[src/pkg/ptb_regs.vh]
`ifndef PTB_REGS_VH
`define PTB_REGS_VH
`define PTB_CMD_CODE 16'h000A
`define PTB_RES_CODE 16'h0005
`define PTB_OFS_CMD_LO 8'h00
`define PTB_OFS_CMD_HI 8'h01
`define PTB_OFS_LEN_LO 8'h02
`define PTB_OFS_LEN_HI 8'h03
`define PTB_OFS_MODE_LO 8'h04
`define PTB_OFS_MODE_HI 8'h05
`define PTB_OFS_RATE_LO 8'h06
`define PTB_OFS_RATE_HI 8'h07
`define PTB_OFS_CFG 8'h08
`define PTB_OFS_ADDR 8'h09
`define PTB_OFS_NUM 8'h0A
`define PTB_OFS_REG 8'h0B
`define PTB_OFS_DATA 8'h0C
`define PTB_MAX_BYTES 8'hF4
`define PTB_MIN_DELAY 6'h04
`define PTB_BIT_DIR 0
`define PTB_BIT_MULTI 1
`define PTB_BIT_DLY_EN 2
`define PTB_BUS_LO 3
`define PTB_BUS_HI 4
`define PTB_BIT_3WIRE 5
`define PTB_BIT_CPOL 6
`define PTB_BIT_CPHA 7
`define PTB_DLY_LO 8
`define PTB_DLY_HI 13
`define PTB_BIT_CS_HIGH 14
`define PTB_BIT_LOW_FIRST 15
`define PTB_SHIFT_LO 0
`define PTB_SHIFT_HI 3
`define PTB_BIT_RD_POL 4
`define PTB_RDPOS_LO 5
`define PTB_RDPOS_HI 7
`define PTB_ST_OK 8'h01
`define PTB_ST_NACK 8'h02
`define PTB_ST_REJECT 8'h03
`define PTB_DLY_STEP_NS 50000
`define PTB_CLK_NS 100
`define PTB_DIV_N 7
`endif

[src/hw/ptb_core.v]
// What this block does
// - packet code 0x000A marks a pass-through bus access request.
// - byte 0x0A is true transfer count, at most 244.
// - mode bits 3-4: 0 driver access, 1-3 raw on bus one-three.
// - bit0 read/write, bit1 burst/singles, bit2 inter-byte delay enable.
// - bits 8-13 delay in 50 us steps; 0-3 invalid; ignored if disabled.
// - bytes 0x06-0x07 SPI rate kHz, low byte first.
// - I2C bus ignores requested rate, uses configured rate.
// - SPI clock is oscillator over 2,3,4,6,8,16 or 32.
// - unreachable rate picks highest achievable rate below request; below oscillator/32 it picks divisor 32.
// - byte 0x08 SPI command format in raw, sensor id in driver.
// - byte 0x09 I2C 7-bit address or SPI chip-select pin.
// - byte 0x0B is first external register.
// - payload from 0x0C only on writes.
// - raw mode bit5 selects three-wire SPI; on I2C buses it still reaches spi_3wire_o.
// - raw bits 6 and 7 set SPI polarity and phase.
// - raw bit14 makes chip select active high.
// - raw bit15 shifts bytes low bit first.
// - driver mode goes through sensor driver; raw uses packet fields.
// - format byte: bits0-3 address shift, bit4 read polarity, bits5-7 position.
// - reads write register address first, then restart or separate read.
// - result code 0x0005; 1 success, 2 I2C error, 3 rejected; SPI never reports 2.
`timescale 1ns/100ps
`default_nettype none
`include "ptb_regs.vh"
module ptb_core #(
    parameter OSC_KHZ = 20000,
    parameter [3:0] BUS_IS_SPI = 4'h6
) (
    input wire clk_i,
    input wire rst_i,
    input wire ce_i,
    input wire byte_vld_i,
    input wire [7:0] byte_i,
    input wire pkt_end_i,
    input wire xfer_ack_i,
    input wire xfer_err_i,
    input wire [7:0] xfer_rdata_i,
    input wire xfer_rvld_i,
    output reg xfer_go_o,
    output reg xfer_drv_o,
    output reg [1:0] xfer_bus_o,
    output reg xfer_wr_o,
    output reg xfer_multi_o,
    output reg [5:0] xfer_dly_o,
    output reg [15:0] xfer_dly_cyc_o,
    output reg [5:0] spi_div_o,
    output reg spi_3wire_o,
    output reg spi_cpol_o,
    output reg spi_cpha_o,
    output reg spi_cs_high_o,
    output reg low_bit_order_o,
    output reg [7:0] spi_cmd_o,
    output reg [7:0] sensor_id_o,
    output reg [7:0] target_o,
    output reg [7:0] num_o,
    output reg [7:0] reg_o,
    output reg wdata_vld_o,
    output reg [7:0] wdata_o,
    output reg res_vld_o,
    output reg [15:0] res_code_o,
    output reg [7:0] res_status_o,
    output reg [15:0] res_mode_o,
    output reg [15:0] res_rate_o,
    output reg rdata_vld_o,
    output reg [7:0] rdata_o
);
    localparam integer STEP_INT = `PTB_DLY_STEP_NS / `PTB_CLK_NS;
    localparam [15:0] STEP_CYC = STEP_INT[15:0];
    localparam [3:0] S_HDR = 4'h1;
    localparam [3:0] S_SKIP = 4'h2;
    localparam [3:0] S_RUN = 4'h4;
    localparam [3:0] S_DONE = 4'h8;
    reg [3:0] st_r;
    reg [7:0] idx_r;
    reg [15:0] code_r;
    reg [15:0] mode_r;
    reg [15:0] rate_r;
    reg [7:0] cfg_r;
    reg [7:0] addr_r;
    reg [7:0] num_r;
    reg [7:0] reg_r;
    reg [7:0] wcnt_r;
    reg [7:0] status_r;
    wire [1:0] bus_w;
    wire raw_w, wr_w, multi_w, dly_en_w, bad_w, rd_pol_w;
    wire [5:0] dly_w;
    wire [3:0] shift_w;
    wire [2:0] rd_pos_w;
    wire [5:0] div_w;
    reg [7:0] cmd_nxt;
    wire is_spi_w = BUS_IS_SPI[bus_w];
    ptb_cfg_decode u_dec (
        .mode_i(mode_r),
        .cfg_i(cfg_r),
        .num_i(num_r),
        .bus_o(bus_w),
        .raw_o(raw_w),
        .wr_o(wr_w),
        .multi_o(multi_w),
        .dly_en_o(dly_en_w),
        .dly_o(dly_w),
        .bad_o(bad_w),
        .addr_shift_o(shift_w),
        .rd_pol_o(rd_pol_w),
        .rd_pos_o(rd_pos_w)
    );
    ptb_rate_sel #(.OSC_KHZ(OSC_KHZ)) u_rate (
        .rate_khz_i(rate_r),
        .div_o(div_w)
    );
    // ------------------------------
    // spi command byte
    // ------------------------------
    always @* begin
        // register byte is still on byte_i when the command is built
        cmd_nxt = byte_i << shift_w;
        cmd_nxt[rd_pos_w] = wr_w ? ~rd_pol_w : rd_pol_w;
    end
    // ------------------------------
    // packet capture and dispatch
    // ------------------------------
    always @(posedge clk_i) begin
        if (rst_i) begin
            st_r <= S_HDR;
            idx_r <= 8'h00;
            code_r <= 16'h0000;
            mode_r <= 16'h0000;
            rate_r <= 16'h0000;
            cfg_r <= 8'h00;
            addr_r <= 8'h00;
            num_r <= 8'h00;
            reg_r <= 8'h00;
            wcnt_r <= 8'h00;
            status_r <= 8'h00;
            xfer_go_o <= 1'b0;
            xfer_drv_o <= 1'b0;
            xfer_bus_o <= 2'h0;
            xfer_wr_o <= 1'b0;
            xfer_multi_o <= 1'b0;
            xfer_dly_o <= 6'h00;
            xfer_dly_cyc_o <= 16'h0000;
            spi_div_o <= 6'h00;
            spi_3wire_o <= 1'b0;
            spi_cpol_o <= 1'b0;
            spi_cpha_o <= 1'b0;
            spi_cs_high_o <= 1'b0;
            low_bit_order_o <= 1'b0;
            spi_cmd_o <= 8'h00;
            sensor_id_o <= 8'h00;
            target_o <= 8'h00;
            num_o <= 8'h00;
            reg_o <= 8'h00;
            wdata_vld_o <= 1'b0;
            wdata_o <= 8'h00;
            res_vld_o <= 1'b0;
            res_code_o <= 16'h0000;
            res_status_o <= 8'h00;
            res_mode_o <= 16'h0000;
            res_rate_o <= 16'h0000;
            rdata_vld_o <= 1'b0;
            rdata_o <= 8'h00;
        end else if (ce_i) begin
            xfer_go_o <= 1'b0;
            wdata_vld_o <= 1'b0;
            res_vld_o <= 1'b0;
            rdata_vld_o <= xfer_rvld_i && st_r == S_RUN && !xfer_wr_o;
            rdata_o <= xfer_rdata_i;
            case (st_r)
                S_HDR: begin
                    if (byte_vld_i) begin
                        idx_r <= idx_r + 8'h01;
                        case (idx_r)
                            `PTB_OFS_CMD_LO: code_r[7:0] <= byte_i;
                            `PTB_OFS_CMD_HI: code_r[15:8] <= byte_i;
                            `PTB_OFS_MODE_LO: mode_r[7:0] <= byte_i;
                            `PTB_OFS_MODE_HI: mode_r[15:8] <= byte_i;
                            `PTB_OFS_RATE_LO: rate_r[7:0] <= byte_i;
                            `PTB_OFS_RATE_HI: rate_r[15:8] <= byte_i;
                            `PTB_OFS_CFG: cfg_r <= byte_i;
                            `PTB_OFS_ADDR: addr_r <= byte_i;
                            `PTB_OFS_NUM: num_r <= byte_i;
                            `PTB_OFS_REG: reg_r <= byte_i;
                            default: ;
                        endcase
                        if (idx_r == `PTB_OFS_CMD_HI && {byte_i, code_r[7:0]} != `PTB_CMD_CODE)
                            st_r <= S_SKIP;
                    end
                    if (byte_vld_i && idx_r == `PTB_OFS_REG) begin
                        if (bad_w) begin
                            status_r <= `PTB_ST_REJECT;
                            st_r <= S_DONE;
                        end else begin
                            xfer_go_o <= 1'b1;
                            xfer_drv_o <= !raw_w;
                            xfer_bus_o <= bus_w;
                            xfer_wr_o <= wr_w;
                            xfer_multi_o <= multi_w;
                            xfer_dly_o <= dly_w;
                            xfer_dly_cyc_o <= dly_w * STEP_CYC;
                            spi_div_o <= (raw_w && is_spi_w) ? div_w : 6'h00;
                            // reserved bits only reach the bus in raw mode
                            spi_3wire_o <= raw_w && mode_r[`PTB_BIT_3WIRE];
                            spi_cpol_o <= raw_w && mode_r[`PTB_BIT_CPOL];
                            spi_cpha_o <= raw_w && mode_r[`PTB_BIT_CPHA];
                            spi_cs_high_o <= raw_w && mode_r[`PTB_BIT_CS_HIGH];
                            low_bit_order_o <= raw_w && mode_r[`PTB_BIT_LOW_FIRST];
                            spi_cmd_o <= raw_w ? cmd_nxt : 8'h00;
                            sensor_id_o <= raw_w ? 8'h00 : cfg_r;
                            target_o <= addr_r;
                            num_o <= num_r;
                            reg_o <= byte_i;
                            wcnt_r <= 8'h00;
                            st_r <= S_RUN;
                        end
                    end
                end
                S_RUN: begin
                    if (byte_vld_i && xfer_wr_o && wcnt_r < num_o) begin
                        wdata_vld_o <= 1'b1;
                        wdata_o <= byte_i;
                        wcnt_r <= wcnt_r + 8'h01;
                    end
                    if (xfer_ack_i) begin
                        // spi cannot see a missing target
                        status_r <= (xfer_err_i && !(raw_w && is_spi_w)) ?
                            `PTB_ST_NACK : `PTB_ST_OK;
                        st_r <= S_DONE;
                    end
                end
                S_DONE: begin
                    res_vld_o <= 1'b1;
                    res_code_o <= `PTB_RES_CODE;
                    res_status_o <= status_r;
                    res_mode_o <= mode_r;
                    res_rate_o <= (raw_w && is_spi_w) ? rate_r : 16'h0000;
                    st_r <= S_SKIP;
                end
                S_SKIP: begin
                    if (pkt_end_i) begin
                        // padding dropped up to packet end
                        idx_r <= 8'h00;
                        st_r <= S_HDR;
                    end
                end
                default: st_r <= S_HDR;
            endcase
        end
    end
endmodule
`default_nettype wire

[src/hw/ptb_rate_sel.v]
`timescale 1ns/100ps
`default_nettype none
// ------------------------------
// picks smallest divisor that fits
// ------------------------------
module ptb_rate_sel #(
    parameter OSC_KHZ = 20000
) (
    input wire [15:0] rate_khz_i,
    output reg [5:0] div_o
);
    function [5:0] div_at;
        input [2:0] k;
        begin
            case (k)
                3'h0: div_at = 6'h02;
                3'h1: div_at = 6'h03;
                3'h2: div_at = 6'h04;
                3'h3: div_at = 6'h06;
                3'h4: div_at = 6'h08;
                3'h5: div_at = 6'h10;
                default: div_at = 6'h20;
            endcase
        end
    endfunction
    integer k;
    reg found;
    always @* begin
        found = 1'b0;
        div_o = div_at(3'h6);
        for (k = 0; k < `PTB_DIV_N; k = k + 1) begin
            if (!found && (rate_khz_i * div_at(k[2:0])) >= OSC_KHZ) begin
                found = 1'b1;
                div_o = div_at(k[2:0]);
            end
        end
    end
endmodule
`default_nettype wire

[src/hw/ptb_cfg_decode.v]
`timescale 1ns/100ps
`default_nettype none
// ------------------------------
// mode and command-format decode
// ------------------------------
module ptb_cfg_decode (
    input wire [15:0] mode_i,
    input wire [7:0] cfg_i,
    input wire [7:0] num_i,
    output wire [1:0] bus_o,
    output wire raw_o,
    output wire wr_o,
    output wire multi_o,
    output wire dly_en_o,
    output wire [5:0] dly_o,
    output wire bad_o,
    output wire [3:0] addr_shift_o,
    output wire rd_pol_o,
    output wire [2:0] rd_pos_o
);
    assign bus_o = mode_i[`PTB_BUS_HI:`PTB_BUS_LO];
    assign raw_o = (bus_o != 2'h0);
    assign wr_o = mode_i[`PTB_BIT_DIR];
    assign multi_o = mode_i[`PTB_BIT_MULTI];
    assign dly_en_o = mode_i[`PTB_BIT_DLY_EN];
    assign dly_o = dly_en_o ? mode_i[`PTB_DLY_HI:`PTB_DLY_LO] : 6'h00;
    assign bad_o = (dly_en_o && dly_o < `PTB_MIN_DELAY) || (num_i > `PTB_MAX_BYTES);
    assign addr_shift_o = cfg_i[`PTB_SHIFT_HI:`PTB_SHIFT_LO];
    assign rd_pol_o = cfg_i[`PTB_BIT_RD_POL];
    assign rd_pos_o = cfg_i[`PTB_RDPOS_HI:`PTB_RDPOS_LO];
endmodule
`default_nettype wire

[config.mk]
export PLATFORM = sky130hd
export DESIGN_NAME = ptb_core
export DESIGN_NICKNAME = d
export VERILOG_FILES = /design/src/hw/ptb_core.v /design/src/hw/ptb_rate_sel.v /design/src/hw/ptb_cfg_decode.v
export VERILOG_INCLUDE_DIRS = /design/src /design/src/pkg
export SDC_FILE = /design/constraint.sdc
export NUM_CORES = 1
export LEC_CHECK = 0
export BUFFER_PORTS_ARGS = -buffer_cell sky130_fd_sc_hd__buf_2
export CAP_MARGIN = 30
export CORE_UTILIZATION = 35
export CTS_BUF_LIST = sky130_fd_sc_hd__clkbuf_8
export CTS_CLUSTER_DIAMETER = 150
export DETAILED_ROUTE_END_ITERATION = 8
export HOLD_SLACK_MARGIN = 0.08
export PLACE_DENSITY = 0.59
export SYNTH_ARGS = -nofsm -noshare
export SYNTH_HDL_FRONTEND = slang
export SYNTH_SLANG_ARGS = --single-unit
[constraint.sdc]
create_clock -name clk_i -period 7.9 [get_ports clk_i]
set_clock_uncertainty 0.05 [all_clocks]
set_input_delay 0.395 -clock clk_i [delete_from_list [all_inputs] [get_ports clk_i]]
set_output_delay 0.395 -clock clk_i [all_outputs]
set_load 0.1 [all_outputs]
==> flow_summary_export.csv, run 1 <==
group,metric,value,unit
outcome,status,"finished clean",
worst_setup_path,startpoint,"mode_r[2]",
sta,slew_viol_final,0,
worst_setup_path,crit_arrival,4.55,ns
cts,cts_tree,"done",
worst_setup_path,path_class,"flip-flop to flip-flop",
yosys,synth_edf_count,0,
sta,setup_viol,0,
worst_setup_path,required,8.31,ns
die,die_w,182,um
yosys,yosysUniqueCellTypes,73,
grt,grt_antenna_before_repair,0,
pwr,ir_drop,0.113,mV
detailed_routing,wl,31700,um
pwr,power,2240,uW
yosys,synthesis.area,11400,um2
cts,cts_max_path_buffers,3,
pwr,swShare,26.8,%
detailed_routing,ant_nets,0,
min_path,min_path_type,"input port to flip-flop",
worst_setup_path,reg2regPathDepth,14,
cts,htreeDepth,2,
finish,fin_cells,1957,
finish,drive_above_1_share,15.6,%
place,port_buffers,154,
worst_setup_path,slowest_delay,0.52,ns
finish,nets,1620,
sta,min_period,4.14,ns
sta,hold_viol,0,
pwr,p_per_area,170,nW/um2
place,dp_hpwl,21600,um
sta,fmax,242,MHz
worst_setup_path,r2r-start,"mode_r[2]",
worst_setup_path,critPathSlowestCell,"fa_1",
detailed_routing,wl_per_cell,16.2,um
pwr,p_comb_share,6.8,%
yosys,ys_warn_count,0,
sta,fin_setup_tns,0,ns
pwr,pwr-share-seq,48.7,%
pwr,p_int,1640,uW
worst_setup_path,critPathLaunchType,"flip-flop",
detailed_routing,drc,0,
yosys,postSynthAreaPerCell,8.29,um2
place,dp_cells,1881,
worst_setup_path,worst_setup_path_end_kind,"flip-flop",
die,pin_count,178,
finish,final_util,41.4,%
sta,worst_slew_pin_slew,0.973,ns
worst_setup_path,cp_cell_sequence,"nand2_1 -> inv_1 -> fa_1 -> fa_1 -> fa_1 -> ha_1 -> nor2b_1 -> o21ai_0 -> nand2b_1 -> a21o_1 -> a21o_1 -> a31oi_1 -> xnor2_1 -> a211oi_1",
die,die_h,182,um
worst_setup_path,r2r_slack,3.76,ns
detailed_routing,first_pass_iters,5,
detailed_routing,route.vias.total,9858,
yosys,netlist_instances,1376,
worst_setup_path,cp_common_cell,"fa_1",
cts,cts_inserted_buffers,39,
yosys,synth.top_cell.area_share,37.6,%
grt,grt_overflow,0,
cts,clockRootBuffer,"clkbuf_8",
min_path,holdPathEnd,"reg_o[2]",
pwr,p_switching,601,uW
cts,path_clk_slew,0.06,ns
yosys,seq_area_frac_synth,37.6,%
job,cap_violations,0,
yosys,synth-seq-cells,214,
yosys,async_flop_share,0,%
grt,grt_max_degree,116,
min_path,hp-start,"byte_i[2]",
die,die_area,33300,um2
pwr,p_leak,0.00576,uW
die,rows,65,
sta,timing.final.crit_share,52.4,%
yosys,ys.flop_type,"dfxtp_1",
place,dp_slack,3.79,ns
sta,relSlewSlack,35.1,%
worst_setup_path,crit_path_max_fanout,10,
grt,grt_pass1_wl,49600,um
place,gp_congestion,0.885,
yosys,synth_area_leaders,"dfxtp_1 (38%), ha_1 (9.4%), a21oi_1 (7.3%)",
sta,rsz0062_at_grt,"false",
finish,diodes,0,
finish,flow.area_growth_from_synthesis,15.4,%
pwr,clkPwrFrac,44.5,%
cts,clock-sinks,214,
grt,grt_use_total,18.6,%
detailed_routing,drtIter0Drc,578,
cts,cts_resized,0,
grt,grt_pass1_vias,9149,
sta,layout_setup_ws,3.76,ns
yosys,yosysTopAreaCell,"dfxtp_1",
die,coreArea,31800,um2
detailed_routing,viasPerCell,5.04,
die,start_util,35.9,%
min_path,whs_path_depth,3,
cts,clk_latency,0.56,ns
worst_setup_path,worstReg2RegEnd,"xfer_dly_cyc_o[14]",
[state kept, by name, summed over array words and instances, names as in the netlist, 4 cells and up]
signal / count
reg_o: 8
spi_div_o: 6
wcnt_r: 8
addr_r: 8
mode_r: 16
res_mode_o: 16
code_r: 8
sensor_id_o: 8
num_o: 8
rdata_o: 8
st_r: 4
idx_r: 8
res_rate_o: 16
target_o: 8
xfer_dly_cyc_o: 11
xfer_dly_o: 6
spi_cmd_o: 8
cfg_r: 8
num_r: 8
rate_r: 16
wdata_o: 8
[what timing repair did]
action / 4_1_cts / 5_1_grt
setup buffers: 0 / 0
hold endpoints to repair: 9 / 0
hold buffers: 9 / 0
[synth_stat cells, drive strengths merged (3+ instances only)]
library cell	instances
a311oi	4
a221oi	5
nand3	67
or3	5
nor2b	14
o211ai	9
nor3	19
mux2i	65
clkbuf	74
nand3b	6
ha	86
nand2b	6
o31a	3
nor4b	6
nand4	11
buf	40
a31oi	7
and2	9
fa	14
o21a	3
o22ai	4
a211oi	10
o21ai	29
xor2	9
nor4	11
inv	62
nor2	111
dfxtp	214
nand2	216
a21oi	167
and3b	4
a21o	13
a21boi	4
a22o	4
and4	3
xnor2	15
and3	12
[metrics by stage]
step                cell area [um2]  hold slack [ns]
floorplan                     11500            0.382
global placement              12300            0.387
detailed placement            12300            0.390
CTS                           13200            0.178
global route                  13200            0.179
finish                        13200            0.210
[per-layer routing]
| layer | share of wire (%) | up-vias | global-route usage (%) |
|---|---|---|---|
| met5 | 0 | - | 0 |
| met4 | 2.2 | 0 | 5.98 |
| met3 | 5.1 | 46 | 3.67 |
| met2 | 46 | 251 | 30.1 |
| met1 | 46 | 4656 | 24.7 |
| li1 | - | 4905 | - |
[placed cells by master, fill, tap and decap left out, drive strengths merged, types with 13 or more instances in the layout]
cell type / count
a21o: 13
a21oi: 167
buf: 162
clkbuf: 42
conb: 23
dfxtp: 214
fa: 14
ha: 86
inv: 80
mux2i: 65
nand2: 216
nand3: 67
nor2: 111
nor2b: 14
nor3: 19
o21ai: 29
xnor2: 15
[worst max-delay path: cells and delay by family (launching register included)]
| family | cells | cell delay, ns |
|---|---|---|
| AO/OA/AOI/OAI | 5 | 0.95 |
| XOR/XNOR | 1 | 0.10 |
| adder cells (fa/ha/maj) | 4 | 1.83 |
| buffers and inverters | 1 | 0.22 |
| flip-flops | 1 | 0.50 |
| AND/OR/NAND/NOR | 3 | 0.42 |
[power by group through the flow]
stage / combinational (uW) / sequential [uW] / clock, uW
after floorplan: 111 / 1130 / 0
after global placement: 149 / 1110 / 0
after detailed placement: 150 / 1110 / 0
after CTS: 153 / 1090 / 1030
after global routing: 161 / 1090 / 1080
final: 153 / 1090 / 997
[layout make-up]
type	instances	area (um2)
tap	435	544
multi-input combinational	1008	6440
fill	3247	18600
clock buffer	42	578
timing repair buffer	171	927
clock inverter	25	149
inverter	62	233
sequential	214	4280
[cell families (layout without fill, tap and decap cells)]
kind of cell | after synthesis | count (layout) | share of synthesized area, %
AND/OR/NAND/NOR | 508 | 508 | 20.3
other | 1 | 23 | 0.0329
adder cells (fa/ha/maj) | 100 | 100 | 11.9
AO/OA/AOI/OAI | 285 | 285 | 15.5
XOR/XNOR | 24 | 24 | 1.84
multiplexers | 68 | 68 | 6.10
flip-flops | 214 | 214 | 37.6
buffers and inverters | 176 | 300 | 6.74
[how the worst max path moves through the flow]
stage | depth (start not counted) | slack, ns | endpoint
after floorplan | 15 | 3.99 | xfer_dly_cyc_o[14]
after global placement | 14 | 3.88 | xfer_dly_cyc_o[14]
after detailed placement | 14 | 3.79 | xfer_dly_cyc_o[14]
after CTS | 14 | 3.76 | xfer_dly_cyc_o[14]
after global routing | 18 | 3.38 | xfer_dly_cyc_o[14]
final | 14 | 3.76 | xfer_dly_cyc_o[14]
Power figures use the tool's default switching activity.
==> run 2, diff against run 1 <==
--- a/config.mk
+++ b/config.mk
@@ -13,7 +13,7 @@
 export CTS_CLUSTER_DIAMETER = 150
 export DETAILED_ROUTE_END_ITERATION = 8
 export HOLD_SLACK_MARGIN = 0.08
-export PLACE_DENSITY = 0.59
+export PLACE_DENSITY = 0.61
 export SYNTH_ARGS = -nofsm -noshare
 export SYNTH_HDL_FRONTEND = slang
 export SYNTH_SLANG_ARGS = --single-unit
==> constraint.sdc (replaced) <==
create_clock -name clk_i -period 3.5 [get_ports clk_i]
set_clock_uncertainty 0.05 [all_clocks]
set_input_delay 0.175 -clock clk_i [delete_from_list [all_inputs] [get_ports clk_i]]
set_output_delay 0.175 -clock clk_i [all_outputs]
set_load 0.1 [all_outputs]
==> run 2 against run 1 <==
  * The run now ends with setup timing left
  * First-iteration DRC count rose by 2.6%
  * Cell count is 4.1% higher
  * Register-to-register slack lost 3.9 ns
  * Sequential share of layout area decreased by 2.1 points
  * Die area stayed put
  * Setup slack got worse by 3.9 ns
  * Clock power is 150% higher
  * Critical endpoint unchanged
  * Largest power group unchanged
==> flow_summary_export.csv, run 2 (synthesis results as in run 1) <==
group,metric,value,unit
cts,clock-sinks,214,
finish,drive_above_1_share,21.0,%
sta,setup_viol,4,
job,cap_violations,0,
outcome,status,"finished, violations left",
finish,flow.area_growth_from_synthesis,23.6,%
worst_setup_path,crit_path_max_fanout,5,
pwr,p_per_area,375,nW/um2
sta,min_period,3.64,ns
pwr,ir_drop,0.271,mV
detailed_routing,ant_nets,0,
finish,register_area,4290,um2
grt,grt_pass1_vias,9780,
detailed_routing,viasPerCell,4.95,
finish,multi_input_area,6600,um2
grt,grt_use_total,19.1,%
min_path,min_path_type,"input port to flip-flop",
place,gp_congestion,0.875,
worst_setup_path,path_class,"flip-flop to flip-flop",
min_path,hp-start,"byte_vld_i",
cts,cts_max_path_buffers,3,
detailed_routing,wl_per_cell,15.8,um
die,die_area,33300,um2
grt,grt_antenna_before_repair,0,
cts,cts_tree,"done",
grt,grt_overflow,0,
die,pin_count,178,
cts,clockRootBuffer,"clkbuf_8",
detailed_routing,drtIter0Drc,593,
cts,htreeDepth,2,
place,port_buffers,154,
pwr,p_leak,0.00627,uW
sta,fin_setup_tns,-0.383,ns
die,coreArea,31800,um2
detailed_routing,first_pass_iters,5,
worst_setup_path,reg2regPathDepth,13,
finish,nets,1700,
place,dp_hpwl,22100,um
finish,final_cell_mix,"nand2_1 (212), dfxtp_1 (212), a21oi_1 (164)",
sta,relSlewSlack,44.6,%
sta,fmax,275,MHz
detailed_routing,drc,0,
grt,grt_max_degree,104,
die,die_h,182,um
worst_setup_path,critPathLaunchType,"flip-flop",
sta,worst_slew_pin_slew,0.831,ns
finish,diodes,0,
worst_setup_path,crit_arrival,4.04,ns
sta,slew_viol_final,0,
finish,final_util,44.3,%
worst_setup_path,required,3.90,ns
cts,clk_latency,0.55,ns
detailed_routing,wl,32100,um
sta,rsz0062_at_grt,"true",
die,die_w,182,um
grt,grt_pass1_wl,51200,um
sta,layout_setup_ws,-0.143,ns
outcome,violations,"setup timing",
worst_setup_path,startpoint,"mode_r[2]",
sta,hold_viol,0,
min_path,whs_path_depth,4,
die,start_util,35.9,%
detailed_routing,route.vias.total,10100,
worst_setup_path,r2r-start,"mode_r[2]",
sta,timing.final.crit_share,104,%
cts,path_clk_slew,0.06,ns
finish,fillers,3153,
cts,cts_inserted_buffers,39,
worst_setup_path,worst_setup_path_end_kind,"flip-flop",
die,rows,65,
run 2: changes by cell type in the layout (fill, tap and decap cells not counted), moves of 3 or more:
cell,before,now
buf_4,8,67
buf_6,1,4
clkbuf_8,42,46
clkinv_2,3,0
dlygate4sd3_1,9,24
fa_1,14,11
fa_2,0,3
ha_1,86,82
ha_4,0,3
inv_1,79,70
inv_2,0,6
inv_4,0,3
nand2_1,216,212
nand2_4,0,3
run 2: per-stage QoR:
stage               total power (uW)  setup slack (ns)  instances  hold WS (ns)  instance area [um2]
global route                    5500            -0.286       2038         0.186                14100
finish                          5290            -0.143       2038         0.143                14100
global placement                2850            -0.212       1935         0.359                12800
detailed placement              2850            -0.273       1936         0.372                12900
CTS                             5360            -0.136       2031         0.123                14000
floorplan                       2800           -0.0506       1398         0.273                11500
run 2: cell type report:
| type | instances | share of cell area [%] |
|---|---|---|
| clock buffer | 46 | 4.49 |
| clock inverter | 22 | 1.21 |
| inverter | 62 | 1.70 |
| multi-input combinational | 1008 | 46.8 |
| sequential | 214 | 30.4 |
| tap | 435 | 3.86 |
| timing repair buffer | 251 | 11.5 |
run 2: worst paths after layout:
check | to | slack [ns]
max | xfer_dly_cyc_o[14] | -0.14
min | idx_r[1] | 0.14
max reg2reg | xfer_dly_cyc_o[14] | -0.14
min reg2reg | res_rate_o[2] | 0.40
run 2: per-layer routing:
metal | global-route usage, % | vias up | routed length, um
li1 | - | 5071 | -
met1 | 23.9 | 4709 | 14400
met2 | 31.6 | 257 | 14800
met3 | 5.01 | 58 | 2110
met4 | 6.55 | 0 | 877
met5 | 0 | - | 0
run 2: power by group:
| group | total, uW | switching (uW) | internal, uW |
|---|---|---|---|
| Sequential | 2460 | 10.8 | 2450 |
| Clock | 2460 | 1050 | 1410 |
| Combinational | 361 | 283 | 77.6 |
run 2: worst max-delay path, cell delays in order, from the launching register on:
cell	delay, ns
dfxtp_4	0.37
and2_4	0.15
fa_2	0.60
fa_1	0.46
fa_1	0.57
ha_4	0.21
nor2b_4	0.12
o21ai_2	0.10
nand2b_1	0.09
a21o_1	0.19
a21o_1	0.19
a31oi_2	0.16
xnor2_1	0.09
a211oi_1	0.21
run 2: timing repair:
| action | CTS | global route |
|---|---|---|
| pin swaps | 9 | 25 |
| cloned | 0 | 0 |
| hold buffers | 24 | 0 |
| setup endpoints to repair | 5 | 10 |
| resized for setup | 10 | 18 |
| endpoints found under the hold margin | 84 | 0 |
| setup buffers | 3 | 9 |
